--- config.mk ---
export PLATFORM = sky130hd
export DESIGN_NAME = cantmo_top
export DESIGN_NICKNAME = d
export VERILOG_FILES = /design/src/hdl/cantmo_pkg.sv /design/src/hdl/cantmo_buf.sv /design/src/hdl/cantmo_top.sv
export VERILOG_INCLUDE_DIRS = /design/src /design/src/hdl
export SDC_FILE = /design/constraint.sdc
export NUM_CORES = 1
export LEC_CHECK = 0
export BUFFER_PORTS_ARGS = -buffer_cell sky130_fd_sc_hd__buf_2
export CAP_MARGIN = 10
export CORE_MARGIN = 3
export CORE_UTILIZATION = 63
export CTS_BUF_LIST = sky130_fd_sc_hd__clkbuf_4
export CTS_CLUSTER_SIZE = 20
export DETAILED_ROUTE_END_ITERATION = 10
export GPL_TIMING_DRIVEN = 0
export PLACE_DENSITY = 0.81
export SLEW_MARGIN = 20
export SYNTH_ARGS = -nofsm -noshare
export SYNTH_HDL_FRONTEND = slang
export SYNTH_SLANG_ARGS = --single-unit
--- constraint.sdc ---
create_clock -name core_clk -period 2.7 [get_ports core_clk]
set_input_delay 0.135 -clock core_clk [delete_from_list [all_inputs] [get_ports core_clk]]
set_output_delay 0.135 -clock core_clk [all_outputs]
set_load 0.02 [all_outputs]
--- src/hdl/cantmo_defines.svh ---
// timing and sizing constants of the transceiver mode and timeout block
`ifndef CANTMO_DEFINES_SVH
`define CANTMO_DEFINES_SVH

`define CANTMO_CLK_MHZ       125
// nominal dominant timeout in microseconds
`define CANTMO_TIMEOUT_US    2000
`define CANTMO_TIMEOUT_CYC   (`CANTMO_TIMEOUT_US * `CANTMO_CLK_MHZ)
// transmit enable time after power-up or shutdown, microseconds
`define CANTMO_TXEN_US       40
`define CANTMO_TXEN_CYC      (`CANTMO_TXEN_US * `CANTMO_CLK_MHZ)
`define CANTMO_CNT_W         24
`define CANTMO_BUF_DEPTH     2

`endif

--- src/hdl/cantmo_pkg.sv ---
// types of the transceiver mode and timeout block
package cantmo_pkg;
	typedef enum logic [1:0]
	{
		CANTMO_SHUTDOWN  = 2'b00,
		CANTMO_RECESSIVE = 2'b01,
		CANTMO_DOMINANT  = 2'b10,
		CANTMO_TIMED_OUT = 2'b11
	} cantmo_state_type;
endpackage : cantmo_pkg

--- src/hdl/cantmo_buf.sv ---
// two-entry buffer with valid and ready on both sides
`timescale 1ns/1ps
`default_nettype none
module cantmo_buf
(
	// clock and reset
	input  wire logic core_clk,
	input  wire logic rst,
	// fill side
	input  wire logic in_valid,
	output logic      in_ready,
	input  wire logic in_data,
	// drain side
	output logic      out_valid,
	input  wire logic out_ready,
	output logic      out_data
);
	logic [1:0] mem;
	logic [1:0] count;
	logic       rd_ptr;
	logic       wr_ptr;
	wire        push = in_valid && in_ready;
	wire        pop  = out_valid && out_ready;

	assign in_ready  = (count != 2'h2);
	assign out_valid = (count != 2'h0);
	assign out_data  = mem[rd_ptr];

	always_ff @(posedge core_clk or posedge rst)
	begin
		if (rst)
		begin
			mem    <= 2'h3;
			count  <= 2'h0;
			rd_ptr <= 1'b0;
			wr_ptr <= 1'b0;
		end
		else
		begin
			if (push)
			begin
				mem[wr_ptr] <= in_data;
				wr_ptr      <= ~wr_ptr;
			end
			if (pop)
				rd_ptr <= ~rd_ptr;
			count <= count + {1'b0, push} - {1'b0, pop};
		end
	end
endmodule : cantmo_buf
`default_nettype wire

--- src/hdl/cantmo_top.sv ---
// transceiver mode selection and dominant timeout logic
// Summary of operation
// - low shutdown and low input drive dominant
// - high input leaves bus recessive, drivers released
// - shutdown high releases drivers and receive output
// - dominant timeout timer, nominally two milliseconds
// - timeout forces recessive while input stays low
// - input high clears the timeout timer
// - after timeout, dominant needs high then low
// - receive output follows bus, input pulled high
// - power-up starts timed out, needs high then low after enable time
// - over-temperature forces recessive, receiver keeps working
`timescale 1ns/1ps
`default_nettype none
`include "cantmo_defines.svh"
module cantmo_top
	import cantmo_pkg::*;
#(
	parameter int TIMEOUT_CYC = `CANTMO_TIMEOUT_CYC,
	parameter int TXEN_CYC    = `CANTMO_TXEN_CYC
)
(
	// clock and reset (reset stands for supply undervoltage)
	input  wire logic core_clk,
	input  wire logic rst,
	// controller side pins
	input  wire logic transmit_data_in,
	input  wire logic transmit_data_in_oe_n,
	input  wire logic shutdown_slew_ctrl,
	output logic      receive_data_out,
	output logic      receive_data_out_oe_n,
	// bus side
	input  wire logic bus_dominant_in,
	input  wire logic over_temp,
	output logic      canh_drive,
	output logic      canh_oe_n,
	output logic      canl_drive,
	output logic      canl_oe_n,
	output logic      rx_load_connect,
	// status
	output logic      tx_timed_out
);
	localparam logic [`CANTMO_CNT_W-1:0] TO_LAST =
		`CANTMO_CNT_W'(TIMEOUT_CYC - 1);
	localparam logic [`CANTMO_CNT_W-1:0] EN_LAST =
		`CANTMO_CNT_W'(TXEN_CYC - 1);

	// ******************************************************
	// pin synchronisers
	// ******************************************************
	logic [2:0] txd_sync;
	logic [2:0] shdn_sync;
	logic [2:0] bus_sync;
	logic [2:0] temp_sync;
	logic       txd_q;
	logic       shdn_q;
	logic       bus_q;
	logic       temp_q;

	// an undriven transmit input reads high
	wire txd_pin = transmit_data_in_oe_n ? 1'b1 : transmit_data_in;

	function automatic logic settle(input logic [2:0] s, input logic q);
		settle = (s[1] == s[2]) ? s[2] : q;
	endfunction : settle

	always_ff @(posedge core_clk or posedge rst)
	begin
		if (rst)
		begin
			txd_sync  <= 3'h7;
			shdn_sync <= 3'h7;
			bus_sync  <= 3'h0;
			temp_sync <= 3'h0;
			txd_q     <= 1'b1;
			shdn_q    <= 1'b1;
			bus_q     <= 1'b0;
			temp_q    <= 1'b0;
		end
		else
		begin
			txd_sync  <= {txd_sync[1:0], txd_pin};
			shdn_sync <= {shdn_sync[1:0], shutdown_slew_ctrl};
			bus_sync  <= {bus_sync[1:0], bus_dominant_in};
			temp_sync <= {temp_sync[1:0], over_temp};
			txd_q     <= settle(txd_sync, txd_q);
			shdn_q    <= settle(shdn_sync, shdn_q);
			bus_q     <= settle(bus_sync, bus_q);
			temp_q    <= settle(temp_sync, temp_q);
		end
	end

	// ******************************************************
	// transmit data buffer
	// ******************************************************
	logic buf_in_ready;
	logic buf_valid;
	logic buf_data;
	logic txd_prev;
	wire  txd_change = (txd_q != txd_prev);
	wire  tx_word    = buf_valid ? buf_data : txd_prev;

	always_ff @(posedge core_clk or posedge rst)
	begin
		if (rst)
			txd_prev <= 1'b1;
		else if (buf_in_ready)
			txd_prev <= txd_q;
	end

	cantmo_buf u_buf
	(
		.core_clk  (core_clk),
		.rst       (rst),
		.in_valid  (txd_change),
		.in_ready  (buf_in_ready),
		.in_data   (txd_q),
		.out_valid (buf_valid),
		.out_ready (1'b1),
		.out_data  (buf_data)
	);

	// ******************************************************
	// mode state machine and timers
	// ******************************************************
	cantmo_state_type                state;
	cantmo_state_type                next_state;
	logic [`CANTMO_CNT_W-1:0]        to_cnt;
	logic [`CANTMO_CNT_W-1:0]        en_cnt;
	logic                            tx_level;
	logic                            enabled;

	wire to_expired = (to_cnt == TO_LAST);
	wire en_done    = (en_cnt == EN_LAST);
	wire fall       = tx_level && !tx_word;

	always_comb
	begin
		next_state = state;
		unique case (state)
			CANTMO_SHUTDOWN:
				if (!shdn_q)
					next_state = CANTMO_TIMED_OUT;
			CANTMO_RECESSIVE:
				if (!tx_word && !temp_q)
					next_state = CANTMO_DOMINANT;
			// expiry wins over heat so a stuck low input stays held off
			CANTMO_DOMINANT:
				if (tx_word)
					next_state = CANTMO_RECESSIVE;
				else if (to_expired)
					next_state = CANTMO_TIMED_OUT;
				else if (temp_q)
					next_state = CANTMO_RECESSIVE;
			CANTMO_TIMED_OUT:
				if (fall && enabled && !temp_q)
					next_state = CANTMO_DOMINANT;
		endcase
		if (shdn_q)
			next_state = CANTMO_SHUTDOWN;
	end

	always_ff @(posedge core_clk or posedge rst)
	begin
		if (rst)
		begin
			state    <= CANTMO_SHUTDOWN;
			to_cnt   <= '0;
			en_cnt   <= '0;
			enabled  <= 1'b0;
			tx_level <= 1'b1;
		end
		else
		begin
			state    <= next_state;
			tx_level <= tx_word;
			// timer counts dominant time, cleared by high input
			if (next_state != CANTMO_DOMINANT)
				to_cnt <= '0;
			else if (state == CANTMO_DOMINANT && !to_expired)
				to_cnt <= to_cnt + 1'b1;
			if (shdn_q)
			begin
				en_cnt  <= '0;
				enabled <= 1'b0;
			end
			else if (!en_done)
				en_cnt <= en_cnt + 1'b1;
			else
				enabled <= 1'b1;
		end
	end

	// ******************************************************
	// registered outputs
	// ******************************************************
	wire dom_next  = (next_state == CANTMO_DOMINANT);
	wire shdn_next = (next_state == CANTMO_SHUTDOWN);

	always_ff @(posedge core_clk or posedge rst)
	begin
		if (rst)
		begin
			canh_drive            <= 1'b0;
			canl_drive            <= 1'b0;
			canh_oe_n             <= 1'b1;
			canl_oe_n             <= 1'b1;
			receive_data_out      <= 1'b1;
			receive_data_out_oe_n <= 1'b1;
			rx_load_connect       <= 1'b0;
			tx_timed_out          <= 1'b1;
		end
		else
		begin
			canh_drive            <= dom_next;
			canl_drive            <= 1'b0;
			canh_oe_n             <= !dom_next;
			canl_oe_n             <= !dom_next;
			receive_data_out      <= !bus_q;
			receive_data_out_oe_n <= shdn_next;
			rx_load_connect       <= !shdn_next;
			tx_timed_out          <= (next_state == CANTMO_TIMED_OUT);
		end
	end
endmodule : cantmo_top
`default_nettype wire

==> results.toml <==
[clock_tree]
cts_tree = "built"
clock_latency_ns = 0.42
cts.clk_slew.worst_paths_ns = 0.13
cts_resized = 0
cts_buffers = 9
cts_htree_levels = 3
clkSinkCount = 81
clockRootBuffer = "clkbuf_4"
clock_path_buffers = 2

[timing]
holdWs_ns = 0.208
skew_ns = 0.0170
slew_violations = 0
period_share_pct = 78.7
relSlewSlack_pct = 39.1
rsz0062_at_grt = "no"
period_minus_slack_ns = 2.12
tightestPinTransition_ns = 0.906
hold_violations = 0
setup_viol = 0
tns_ns = 0
fmax_mhz = 471

[place]
dp_cells = 427
dpl.hpwl_um = 4320
place.gp.congestion = 0.790
port_buffers = 13

[yosys]
async_reset_ff_share_pct = 100
yosys_warnings = 0
avgSynthCellArea_um2 = 10.7
synthesis.area_um2 = 3660
synth_edf_count = 0
syn_inst = 341
ys_seq_elements = 81
synth.most_common_cell = "dfrtp_1"
synth-main-ff-cell = "dfrtp_1"
synth_top_area_share_pct = 44.5
synthTopCellsByArea = "dfrtp_1 44%, dfstp_2 11%, xor2_1 8.4%"
yosysSeqAreaShare_pct = 56.0
synth_common_cells = "65 x dfrtp_1, 59 x nor2_1, 35 x xor2_1"
synth.largest_area_cell = "dfrtp_1"
syn-num-nets = 350
synth_cell_types = 52

[floorplanning]
die_w_um = 82.2
fp.dieArea_um2 = 6750
initial_core_util_pct = 65.6
dieHeight_um = 82.2
core_um2 = 5570
io_pins = 15
core.rowCount = 27

[grt]
grt_pass1_wl_um = 11000
antenna_found_initial = 0
grt_max_degree = 59
globalRouteTotalUtil_pct = 21.9
gr-total-overflow = 0
grt_pass1_vias = 2405

[flow_run]
cap_viol_max_count = 0

[drt]
postRouteAntennaNets = 0
wire_per_inst_um = 14.2
post-route-drc-count = 0
num_vias = 2547
vias_per_cell = 5.67
first_pass_iters = 4
drt-total-wl_um = 6360
drt_iter0_markers = 112

[pwr]
p_per_area_nw_per_um2 = 543
ir_worst_vdd_mv = 0.399
p_leak_nw = 1.75

[run_status]
outcome = "finished, final reports clean"

[setup_path]
startpoint_type = "flip-flop"
arrival_ns = 2.43
crit_end = "to_cnt[19]$_DFFE_PP0P_"
cp-startpoint = "to_cnt[6]$_DFFE_PP0P_"
reg2reg_from = "to_cnt[6]$_DFFE_PP0P_"
reg2reg_to = "to_cnt[19]$_DFFE_PP0P_"
r2r.worst_path.cells = 7
r2r_slack_ns = 0.58
required_ns = 3.01
crit_fanout = 10
cp-end-kind = "flip-flop"
worst-setup-path-type = "reg -> reg"

[hold_path]
hold_path_class = "in -> async"

[layout]
multi_input_area_um2 = 1510
n_fill_cell = 426
syn_to_final_growth_pct = 9.75
regArea_um2 = 2050
final_core_util_pct = 72.0
drive_gt1_share_pct = 16.7
fin_cells = 449
diodes = 0
fin_nets = 381
## worst min-delay path by stage
stage | endpoint | cells past startpoint | slack, ns
global route | bus_q$_DFFE_PP0N_ | 3 | 0.19
finish | bus_q$_DFFE_PP0N_ | 3 | 0.21
floorplan | shdn_sync[0]$_DFF_PP1_ | 0 | 0.14
detailed placement | bus_sync[1]$_DFF_PP0_ | 2 | 0.12
global placement | shdn_sync[0]$_DFF_PP1_ | 1 | 0.24
CTS | bus_q$_DFFE_PP0N_ | 3 | 0.17
## registers in the layout, indices dropped and copies added, names as in the netlist, 2 cells and up
signal and count:
en_cnt 24, txd_sync 3, u_buf.count 2, bus_sync 3
temp_sync 3, state 2, shdn_sync 3, to_cnt 24
u_buf.mem 2
## stage by stage
step	setup slack [ns]	cell area, um2	total power [mW]
floorplan	0.511	3660	1.52
global placement	-0.331	3810	1.57
detailed placement	0.600	3840	1.59
CTS	0.581	4010	2.21
global route	0.458	4010	2.30
finish	0.575	4010	2.18
## per-layer routing
metal | track usage (%) | vias to the layer above | wire length [um] | part of all wire, %
met3 | 6.51 | 4 | 256 | 4.0
met2 | 33.3 | 48 | 3080 | 48
met5 | 0 | - | 0 | 0
met4 | 8.64 | 0 | 55 | 0.86
li1 | - | 1246 | - | -
met1 | 29.5 | 1249 | 2970 | 47
## cell type report
type / count / area share, %
clock inverters: 4 / 0.530
well taps: 72 / 2.25
repair buffers: 20 / 3.80
clock buffers: 12 / 2.25
inverters: 7 / 0.780
plain buffers: 12 / 1.75
multi-input cells: 241 / 37.6
flip-flops and latches: 81 / 51.0
## critical path, cell delays in order (launching register included)
cell and delay (ns):
dfrtp_1 0.49, nor4b_4 0.35, nand3_2 0.21, or4_1 0.46, and3_4 0.21, inv_4 0.09, buf_6 0.14, nor2_1 0.05
## cells in the final DEF, fill, tap and decap left out, drive strengths merged, types with 4 or more instances in the layout
| cell | Yosys | layout |
|---|---|---|
| nor2b | 4 | 4 |
| mux2i | 4 | 4 |
| xnor2 | 6 | 6 |
| nor2 | 59 | 59 |
| buf | 6 | 20 |
| dfrtp | 65 | 65 |
| a21oi | 5 | 5 |
| nand2 | 15 | 15 |
| dfstp | 16 | 16 |
| nor4 | 7 | 7 |
| nand4 | 16 | 16 |
| nor3 | 12 | 12 |
| o21ai | 6 | 6 |
| dlygate4sd3 | 0 | 6 |
| inv | 7 | 7 |
| clkbuf | 6 | 18 |
| nand3 | 21 | 21 |
| maj3 | 4 | 4 |
| xor2 | 35 | 35 |
| and3 | 11 | 11 |
## kinds of logic (layout without fill, tap and decap cells)
logic type	Yosys count	in the layout	synth area share, %
flops	81	81	56.0
compound gates	24	24	4.28
fa+ha+maj	6	6	1.78
other cells	1	1	0.103
simple gates	164	164	23.9
mux	5	5	1.40
xor+xnor	41	41	9.82
buf+inv	19	55	2.70
## power by group
| part | internal, mW | total, mW | switching, mW | leakage, nW |
|---|---|---|---|---|
| sequential | 1.30 | 1.36 | 0.0557 | 1.04 |
| clock | 0.215 | 0.604 | 0.389 | 0.0647 |
| combinational | 0.0899 | 0.215 | 0.125 | 0.640 |
## timing repair
| action | in CTS | in global routing |
|---|---|---|
| hold buffers | 6 | 0 |
| hold endpoints to repair | 45 | 0 |
| buffers inserted | 0 | 0 |
Power figures use the tool's default switching activity.
